## src/ssvic_pkg.sv

```systemverilog
`default_nettype none
package ssvic_pkg;

  localparam int NumSrc = 6;

  // register locations in the data memory map
  localparam logic [7:0] CtrlLowAddr  = 8'h0b;
  localparam logic [7:0] CtrlHighAddr = 8'h1e;
  localparam logic [7:0] CtrlReset    = 8'h00;

  // field positions in the low control register
  localparam int LowMasterBit = 0;
  localparam int LowEnBase    = 1;
  localparam int LowFlagBase  = 4;
  // field positions in the high control register
  localparam int HighEnBase   = 0;
  localparam int HighFlagBase = 4;
  localparam int SrcPerReg    = 3;

  // source index, also priority order (0 is highest)
  localparam int SrcExtA    = 0;
  localparam int SrcExtB    = 1;
  localparam int SrcCountA  = 2;
  localparam int SrcCountB  = 3;
  localparam int SrcTick    = 4;
  localparam int SrcClkTick = 5;

  localparam logic [7:0] VecExtA    = 8'h04;
  localparam logic [7:0] VecExtB    = 8'h08;
  localparam logic [7:0] VecCountA  = 8'h0c;
  localparam logic [7:0] VecCountB  = 8'h10;
  localparam logic [7:0] VecTick    = 8'h14;
  localparam logic [7:0] VecClkTick = 8'h18;

  typedef struct packed {
    logic       wr;
    logic [7:0] addr;
    logic [7:0] data;
  } ssvic_reg_req_type;

  typedef struct packed {
    logic       valid;
    logic [7:0] vector;
  } ssvic_call_type;

  typedef struct packed {
    logic counterAOvf;
    logic counterBOvf;
    logic tickBase;
    logic clockTick;
  } ssvic_int_evt_type;

endpackage
`default_nettype wire

```

## src/ssvic_ctrl.sv

```systemverilog
`timescale 1ns/1ps
`default_nettype none
module ssvic_ctrl
  import ssvic_pkg::*;
(
  input  wire logic              clk,
  input  wire logic              rst,
  input  wire logic              extIrqPinA,
  input  wire logic              extIrqPinB,
  input  wire ssvic_int_evt_type intEvt,
  input  wire logic              cyclePhaseTwo,
  input  wire logic              stackFull,
  input  wire logic              retFromIrqExec,
  input  wire logic              coreHalted,
  input  wire ssvic_reg_req_type regReq,
  output logic [7:0]             regRdData_q,
  output ssvic_call_type         call_q,
  output logic                   wakeUp_q,
  output logic                   masterIrqEnable_q
);

  function automatic logic [NumSrc-1:0] pickFirst(input logic [NumSrc-1:0] req);
    logic [NumSrc-1:0] oneHot;
    oneHot = '0;
    for (int i = NumSrc - 1; i >= 0; i--) begin
      if (req[i]) begin
        oneHot = '0;
        oneHot[i] = 1'b1;
      end
    end
    return oneHot;
  endfunction

  function automatic logic [7:0] vectorOf(input logic [NumSrc-1:0] oneHot);
    logic [7:0] vec;
    vec = 8'h00;
    if (oneHot[SrcExtA])    vec = VecExtA;
    if (oneHot[SrcExtB])    vec = VecExtB;
    if (oneHot[SrcCountA])  vec = VecCountA;
    if (oneHot[SrcCountB])  vec = VecCountB;
    if (oneHot[SrcTick])    vec = VecTick;
    if (oneHot[SrcClkTick]) vec = VecClkTick;
    return vec;
  endfunction

  function automatic logic [7:0] readReg(input logic [7:0] addr, input logic master_irq_enable,
                                         input logic [NumSrc-1:0] en, input logic [NumSrc-1:0] fl);
    logic [7:0] val;
    val = 8'h00;
    if (addr == CtrlLowAddr) begin
      val[LowMasterBit] = master_irq_enable;
      val[LowEnBase +: SrcPerReg]   = en[0 +: SrcPerReg];
      val[LowFlagBase +: SrcPerReg] = fl[0 +: SrcPerReg];
    end else if (addr == CtrlHighAddr) begin
      val[HighEnBase +: SrcPerReg]   = en[SrcPerReg +: SrcPerReg];
      val[HighFlagBase +: SrcPerReg] = fl[SrcPerReg +: SrcPerReg];
    end
    return val;
  endfunction

  // pin synchronisers; stage one feeds only stage two
  logic pinAMeta_q;
  logic pinASync_q;
  logic pinAPrev_q;
  logic pinBMeta_q;
  logic pinBSync_q;
  logic pinBPrev_q;

  logic [NumSrc-1:0] enable_q;
  logic [NumSrc-1:0] flag_q;
  logic [NumSrc-1:0] flag_d;
  logic [NumSrc-1:0] event_d;
  logic [NumSrc-1:0] grant;
  logic              ackNow;
  logic              wrLow;
  logic              wrHigh;

  always_ff @(posedge clk or posedge rst) begin
    if (rst) begin
      pinAMeta_q <= 1'b1;
      pinASync_q <= 1'b1;
      pinAPrev_q <= 1'b1;
      pinBMeta_q <= 1'b1;
      pinBSync_q <= 1'b1;
      pinBPrev_q <= 1'b1;
    end else begin
      pinAMeta_q <= extIrqPinA;
      pinASync_q <= pinAMeta_q;
      pinAPrev_q <= pinASync_q;
      pinBMeta_q <= extIrqPinB;
      pinBSync_q <= pinBMeta_q;
      pinBPrev_q <= pinBSync_q;
    end
  end

  always_comb begin
    event_d = '0;
    event_d[SrcExtA]    = pinAPrev_q & ~pinASync_q;
    event_d[SrcExtB]    = pinBPrev_q & ~pinBSync_q;
    event_d[SrcCountA]  = intEvt.counterAOvf;
    event_d[SrcCountB]  = intEvt.counterBOvf;
    event_d[SrcTick]    = intEvt.tickBase;
    event_d[SrcClkTick] = intEvt.clockTick;
  end

  assign wrLow  = regReq.wr && (regReq.addr == CtrlLowAddr);
  assign wrHigh = regReq.wr && (regReq.addr == CtrlHighAddr);

  // requests pending before this pulse are judged only on the phase-two pulse
  assign grant  = pickFirst(flag_q & enable_q);
  assign ackNow = cyclePhaseTwo && masterIrqEnable_q && !stackFull && (|grant);

  // new events win over both software and service clears, so none is lost
  always_comb begin
    flag_d = flag_q;
    if (wrLow) begin
      flag_d[0 +: SrcPerReg] = regReq.data[LowFlagBase +: SrcPerReg];
    end
    if (wrHigh) begin
      flag_d[SrcPerReg +: SrcPerReg] = regReq.data[HighFlagBase +: SrcPerReg];
    end
    if (ackNow) begin
      flag_d = flag_d & ~grant;
    end
    flag_d = flag_d | event_d;
  end

  always_ff @(posedge clk or posedge rst) begin
    if (rst) begin
      flag_q <= '0;
    end else begin
      flag_q <= flag_d;
    end
  end

  always_ff @(posedge clk or posedge rst) begin
    if (rst) begin
      enable_q <= '0;
    end else begin
      if (wrLow) begin
        enable_q[0 +: SrcPerReg] <= regReq.data[LowEnBase +: SrcPerReg];
      end
      if (wrHigh) begin
        enable_q[SrcPerReg +: SrcPerReg] <= regReq.data[HighEnBase +: SrcPerReg];
      end
    end
  end

  // service clear outranks a same-cycle write or return, blocking nesting
  always_ff @(posedge clk or posedge rst) begin
    if (rst) begin
      masterIrqEnable_q <= 1'b0;
    end else if (ackNow) begin
      masterIrqEnable_q <= 1'b0;
    end else if (retFromIrqExec) begin
      masterIrqEnable_q <= 1'b1;
    end else if (wrLow) begin
      masterIrqEnable_q <= regReq.data[LowMasterBit];
    end
  end

  // core pushes only its program counter on valid, then jumps to vector
  always_ff @(posedge clk or posedge rst) begin
    if (rst) begin
      call_q <= '0;
    end else begin
      call_q.valid  <= ackNow;
      call_q.vector <= vectorOf(grant);
    end
  end

  // a flag already set before halt cannot wake; only fresh events do
  always_ff @(posedge clk or posedge rst) begin
    if (rst) begin
      wakeUp_q <= 1'b0;
    end else begin
      wakeUp_q <= coreHalted && (|(event_d & ~flag_q));
    end
  end

  always_ff @(posedge clk or posedge rst) begin
    if (rst) begin
      regRdData_q <= CtrlReset;
    end else begin
      regRdData_q <= readReg(regReq.addr, masterIrqEnable_q, enable_q, flag_q);
    end
  end
endmodule
`default_nettype wire

```

## config.mk

```make
export PLATFORM = sky130hd
export DESIGN_NAME = ssvic_ctrl
export DESIGN_NICKNAME = d
export VERILOG_FILES = /design/src/ssvic_pkg.sv /design/src/ssvic_ctrl.sv
export SDC_FILE = /design/constraint.sdc
export NUM_CORES = 1
export LEC_CHECK = 0
export BUFFER_PORTS_ARGS = -buffer_cell sky130_fd_sc_hd__buf_2
export CAP_MARGIN = 20
export CELL_PAD_IN_SITES_DETAIL_PLACEMENT = 0
export CELL_PAD_IN_SITES_GLOBAL_PLACEMENT = 2
export CORE_ASPECT_RATIO = 2
export CORE_MARGIN = 5
export CORE_UTILIZATION = 35
export CTS_BUF_LIST = sky130_fd_sc_hd__clkbuf_2 sky130_fd_sc_hd__clkbuf_4 sky130_fd_sc_hd__clkbuf_8
export CTS_CLUSTER_DIAMETER = 200
export DETAILED_ROUTE_END_ITERATION = 8
export GPL_TIMING_DRIVEN = 0
export PLACE_DENSITY_LB_ADDON = 0.1
export REMOVE_ABC_BUFFERS = 1
export SETUP_SLACK_MARGIN = 0.02
export SYNTH_ARGS = -nofsm -noshare
export SYNTH_HDL_FRONTEND = slang
export SYNTH_SLANG_ARGS = --single-unit
```

## constraint.sdc

```tcl
create_clock -name clk -period 3 [get_ports clk]
set_input_delay 0.9 -clock clk [delete_from_list [all_inputs] [get_ports clk]]
set_output_delay 0.9 -clock clk [all_outputs]
set_load 0.05 [all_outputs]
```

* Word-level counts from Yosys, hierarchy flattened *
Index checks and enable logic that the tools add are counted.

storage, ports and cells
  register bits = 36
  latch bits = 0
  bits in writable memories = 0
  ROM bits = 0
  input port bits = 29
  output and inout port bits = 19
  word-level logic and storage cells = 59
  memories = 0

operators by class
  $add $sub $neg = 0
  $mul = 0
  divide/modulo/power cells = 0
  $lt $le $gt $ge = 0
  eq/ne operators = 2
  shift operators = 0
  muxes and demuxes = 23
  bitwise logic cells = 10
  reductions and logical operators = 10

operators by type and width
  operator                                                                count
  6-bit 2-to-1 mux                                                        7
  8-bit 2-to-1 mux                                                        5
  3-bit 2-to-1 mux                                                        7
  6-bit AND                                                               3
  6-bit inverter                                                          2
  6-bit OR reduction                                                      2
  8-bit by 4-bit equality test with 1-bit output (second input constant)  1
  8-bit by 5-bit equality test with 1-bit output (second input constant)  1
  1-bit logical AND                                                       6
  6-bit bitwise OR                                                        1
  1-bit 2-to-1 mux                                                        4
  3-bit nonzero test                                                      1
  1-bit AND                                                               2
  1-bit inverter                                                          2
  1-bit logical NOT                                                       1

* Longest topological paths before layout *
  depth in word-level cells = 13
  depth in mapped cells = 4

* Worst setup path before layout *
OpenSTA, ideal clock, no wires.

  path kind = input to register
  from = input port regReq[13] (netlist name)
  to = register enable_q[0]
  library setup time = 0.125 ns
  arrival time = 1.843 ns
  data required time = 2.875 ns
  path slack = 1.032 ns
  stages on the path = 3
  buffers on the path = 0
  path through = nor4b_4 > nand4_4 > mux2_2

on the way
  cells in the longest elaborated chain, start to end = 2

RTL lines
  element                                         RTL line           text
  from (decl)                                     ssvic_ctrl.sv:15   input wire ssvic_reg_req_type regReq,
  8-bit by 4-bit equality test with 1-bit output  ssvic_ctrl.sv:106  assign wrLow = regReq.wr && (regReq.addr == CtrlLowAddr);
  1-bit logical AND                               ssvic_ctrl.sv:106
  to (signal, indexed assignment)                 ssvic_ctrl.sv:141  enable_q[0 +: SrcPerReg] <= regReq.data[LowEnBase +: SrcPerReg];
  to (signal, indexed assignment)                 ssvic_ctrl.sv:144  enable_q[SrcPerReg +: SrcPerReg] <= regReq.data[HighEnBase +: SrcPerReg];
  to (decl)                                       ssvic_ctrl.sv:69   logic [NumSrc-1:0] enable_q;

No other way between the ends.
A chain may end at the register's enable or synchronous reset.

* Final worst setup path *
Same ends and word-level chain as after synthesis.

==> impl_metrics.ini <==
[run_status]
outcome = finished clean

[global_routing]
busiest_layer = met2
antenna_found_initial = 0
grt_pass1_wl_um = 5180
grt_max_degree = 25
met1_usage = 0.143
gr-usage-all-layers = 0.134
grt_overflow = 0
grt_util_met3 = 0.0287
grtUsageMet2 = 0.229
grt_pass1_vias = 1121

[floorplan]
io_pins = 48
dieWidth_um = 54.3
fp-row-count = 32
die_h_um = 98.6
coreArea_um2 = 3840
initial_utilization = 0.358
dieArea_um2 = 5360

[timing]
postLayoutSetupSlackWorst_ns = 1.07
rsz0062_at_grt = no
worst_pin_slew_ns = 0.517
fin_skew_ns = 0.00348
hold_violations = 0
whs_ns = 0.354
drv_slew = 0
setup_tns_ns = 0
relSlewSlack = 0.655
finalCriticalPeriod_ns = 1.93
setup_viol = 0
fmax_mhz = 519
finalCritPeriodShare = 0.642

[setup_path]
worstPathRequired_ns = 3.17
r2r_setup_slack_ns = 1.64
cp-end-kind = flip-flop
r2r-end = flag_q[3]
arrival_ns = 2.09
r2r_start = flag_q[0]
start_kind = input port
rr_worst_depth = 4
worstPathMaxFanout = 7
endpoint = enable_q[0]
worstSetupPathType = in2reg
cp-startpoint = regReq[13]

[power_and_ir_drop]
pwr-share-comb = 0.132
power_frac_clock = 0.402
power_density_nw_per_um2 = 561
p_leak_uw = 0.000891
power_frac_seq = 0.466
p_sw_frac = 0.249
ir_drop_v = 0.000442
power.internal_uw = 732
power.net_switching_uw = 243

[clock_tree]
clk_latency_ns = 0.28
cts.clk_slew.worst_paths_ns = 0.06
cts_tree = built
htreeDepth = 2
cts_buffer_depth = 2
cts-resized-gates = 0
cts_setup_buffers = 0
holdBufCountCts = 0
clock-root-buffer = clkbuf_8
cts_sinks = 31
cts_buffers = 5

[synthesis]
synth.most_common_cell = dfrtp_1
synthTopCellsByCount = dfrtp_1, a22o_1
netlist_instances = 111
ys_seq_area_frac = 0.570
yosys_warnings = 0
synthesis.area_um2 = 1380
synth_top_area_frac = 0.455
async_reset_ff_frac = 1.00
synthTopCellsByArea = dfrtp_1, dfstp_2, mux2_2, a22o_1, mux2i_1
synth_edf_count = 0
synthDistinctLibCells = 33
yosys.area.top_type = dfrtp_1
ys.flop_type = dfrtp_1
avgSynthCellArea_um2 = 12.4
synth-seq-cells = 31

[cells_and_area]
utilization = 0.452
area_growth_pct = 26.3
num_antenna_cells = 0
drive_gt1_frac = 0.417
fillers = 412
num-nets-final = 185

[drt]
wire_per_inst_um = 15.0
drc = 0
viasPerCell = 4.98
drt-initial-drc-count = 13
ant_nets = 0
vias = 1030
finalWirelength_um = 3110
first_pass_iters = 4

[min_path]
hp-class = reg2reg
hold_path_depth = 0

[place]
place_ws_ns = 0.754
place_congestion = 0.800
portBuffers = 40
dp_hpwl_um = 2500

[job]
maxCapViolations = 0
cells in the final DEF, fill, tap and decap left out, drive strengths merged, types with 2 or more instances in the layout:
cell type / instances
nand2: 6
dfstp: 6
nand3: 3
nand2b: 2
clkbuf: 6
nand4: 5
and3: 2
o22ai: 4
mux2: 6
a22o: 7
mux2i: 6
buf: 41
o21ai: 6
dfrtp: 25
inv: 6
conb: 6
nor2: 4
through the flow:
| step | instances | total power, uW | area (um^2) |
|---|---|---|---|
| 6_report | 207 | 974 | 1740 |
| 5_1_grt | 207 | 1020 | 1740 |
| 4_1_cts | 207 | 988 | 1740 |
| 3_5_place_dp | 200 | 591 | 1630 |
| 3_3_place_gp | 199 | 584 | 1600 |
| 2_1_floorplan | 108 | 542 | 1340 |
worst max-delay path, stage by stage:
cell and delay, ns:
buf_2 0.11, nor4b_4 0.48, nand4_4 0.26, mux2_2 0.33
layer usage:
| layer | wire length, um | vias to the layer above |
|---|---|---|
| met5 | 0 | - |
| met4 | 94 | 0 |
| met3 | 216 | 8 |
| met2 | 1750 | 46 |
| met1 | 1050 | 493 |
| li1 | - | 483 |
power by group through the flow:
stage / registers [uW] / clock network (uW) / logic (uW)
finish: 454 / 392 / 129
CTS: 454 / 403 / 131
global placement: 460 / 0 / 124
floorplan: 488 / 0 / 53.7
detailed placement: 461 / 0 / 130
global route: 456 / 424 / 139
worst min path at each step:
stage | endpoint | startpoint | slack (ns)
2_1_floorplan | pinASync_q | pinAMeta_q | 0.35
3_3_place_gp | pinASync_q | pinAMeta_q | 0.35
3_5_place_dp | pinASync_q | pinAMeta_q | 0.35
4_1_cts | pinASync_q | pinAMeta_q | 0.36
5_1_grt | pinBSync_q | pinBMeta_q | 0.36
6_report | pinASync_q | pinAMeta_q | 0.35
layout make-up:
cell class / instances / area, um^2 / area share
Sequential cell: 31 / 783 / 0.451
Timing Repair Buffer: 41 / 228 / 0.131
Clock buffer: 6 / 76.3 / 0.0439
Clock inverter: 1 / 30.0 / 0.0173
Tap cell: 51 / 63.8 / 0.0367
Multi-Input combinational cell: 71 / 533 / 0.307
Inverter: 6 / 22.5 / 0.0130
sequential cells by signal (all words and copies together) (netlist names):
register	count
call_q	4
pinAMeta_q	1
pinAPrev_q	1
pinBMeta_q	1
masterIrqEnable_q	1
regRdData_q	7
pinBSync_q	1
pinBPrev_q	1
wakeUp_q	1
flag_q	6
pinASync_q	1
enable_q	6
cells by family after synthesis:
group | after synthesis | synth area share
other | 1 | 0.00273
multiplexers | 12 | 0.0928
AO/OA/AOI/OAI | 22 | 0.115
AND/OR/NAND/NOR | 31 | 0.164
buffers and inverters | 14 | 0.0564
flip-flops | 31 | 0.570
No activity file was read; power rests on OpenSTA's default activity.
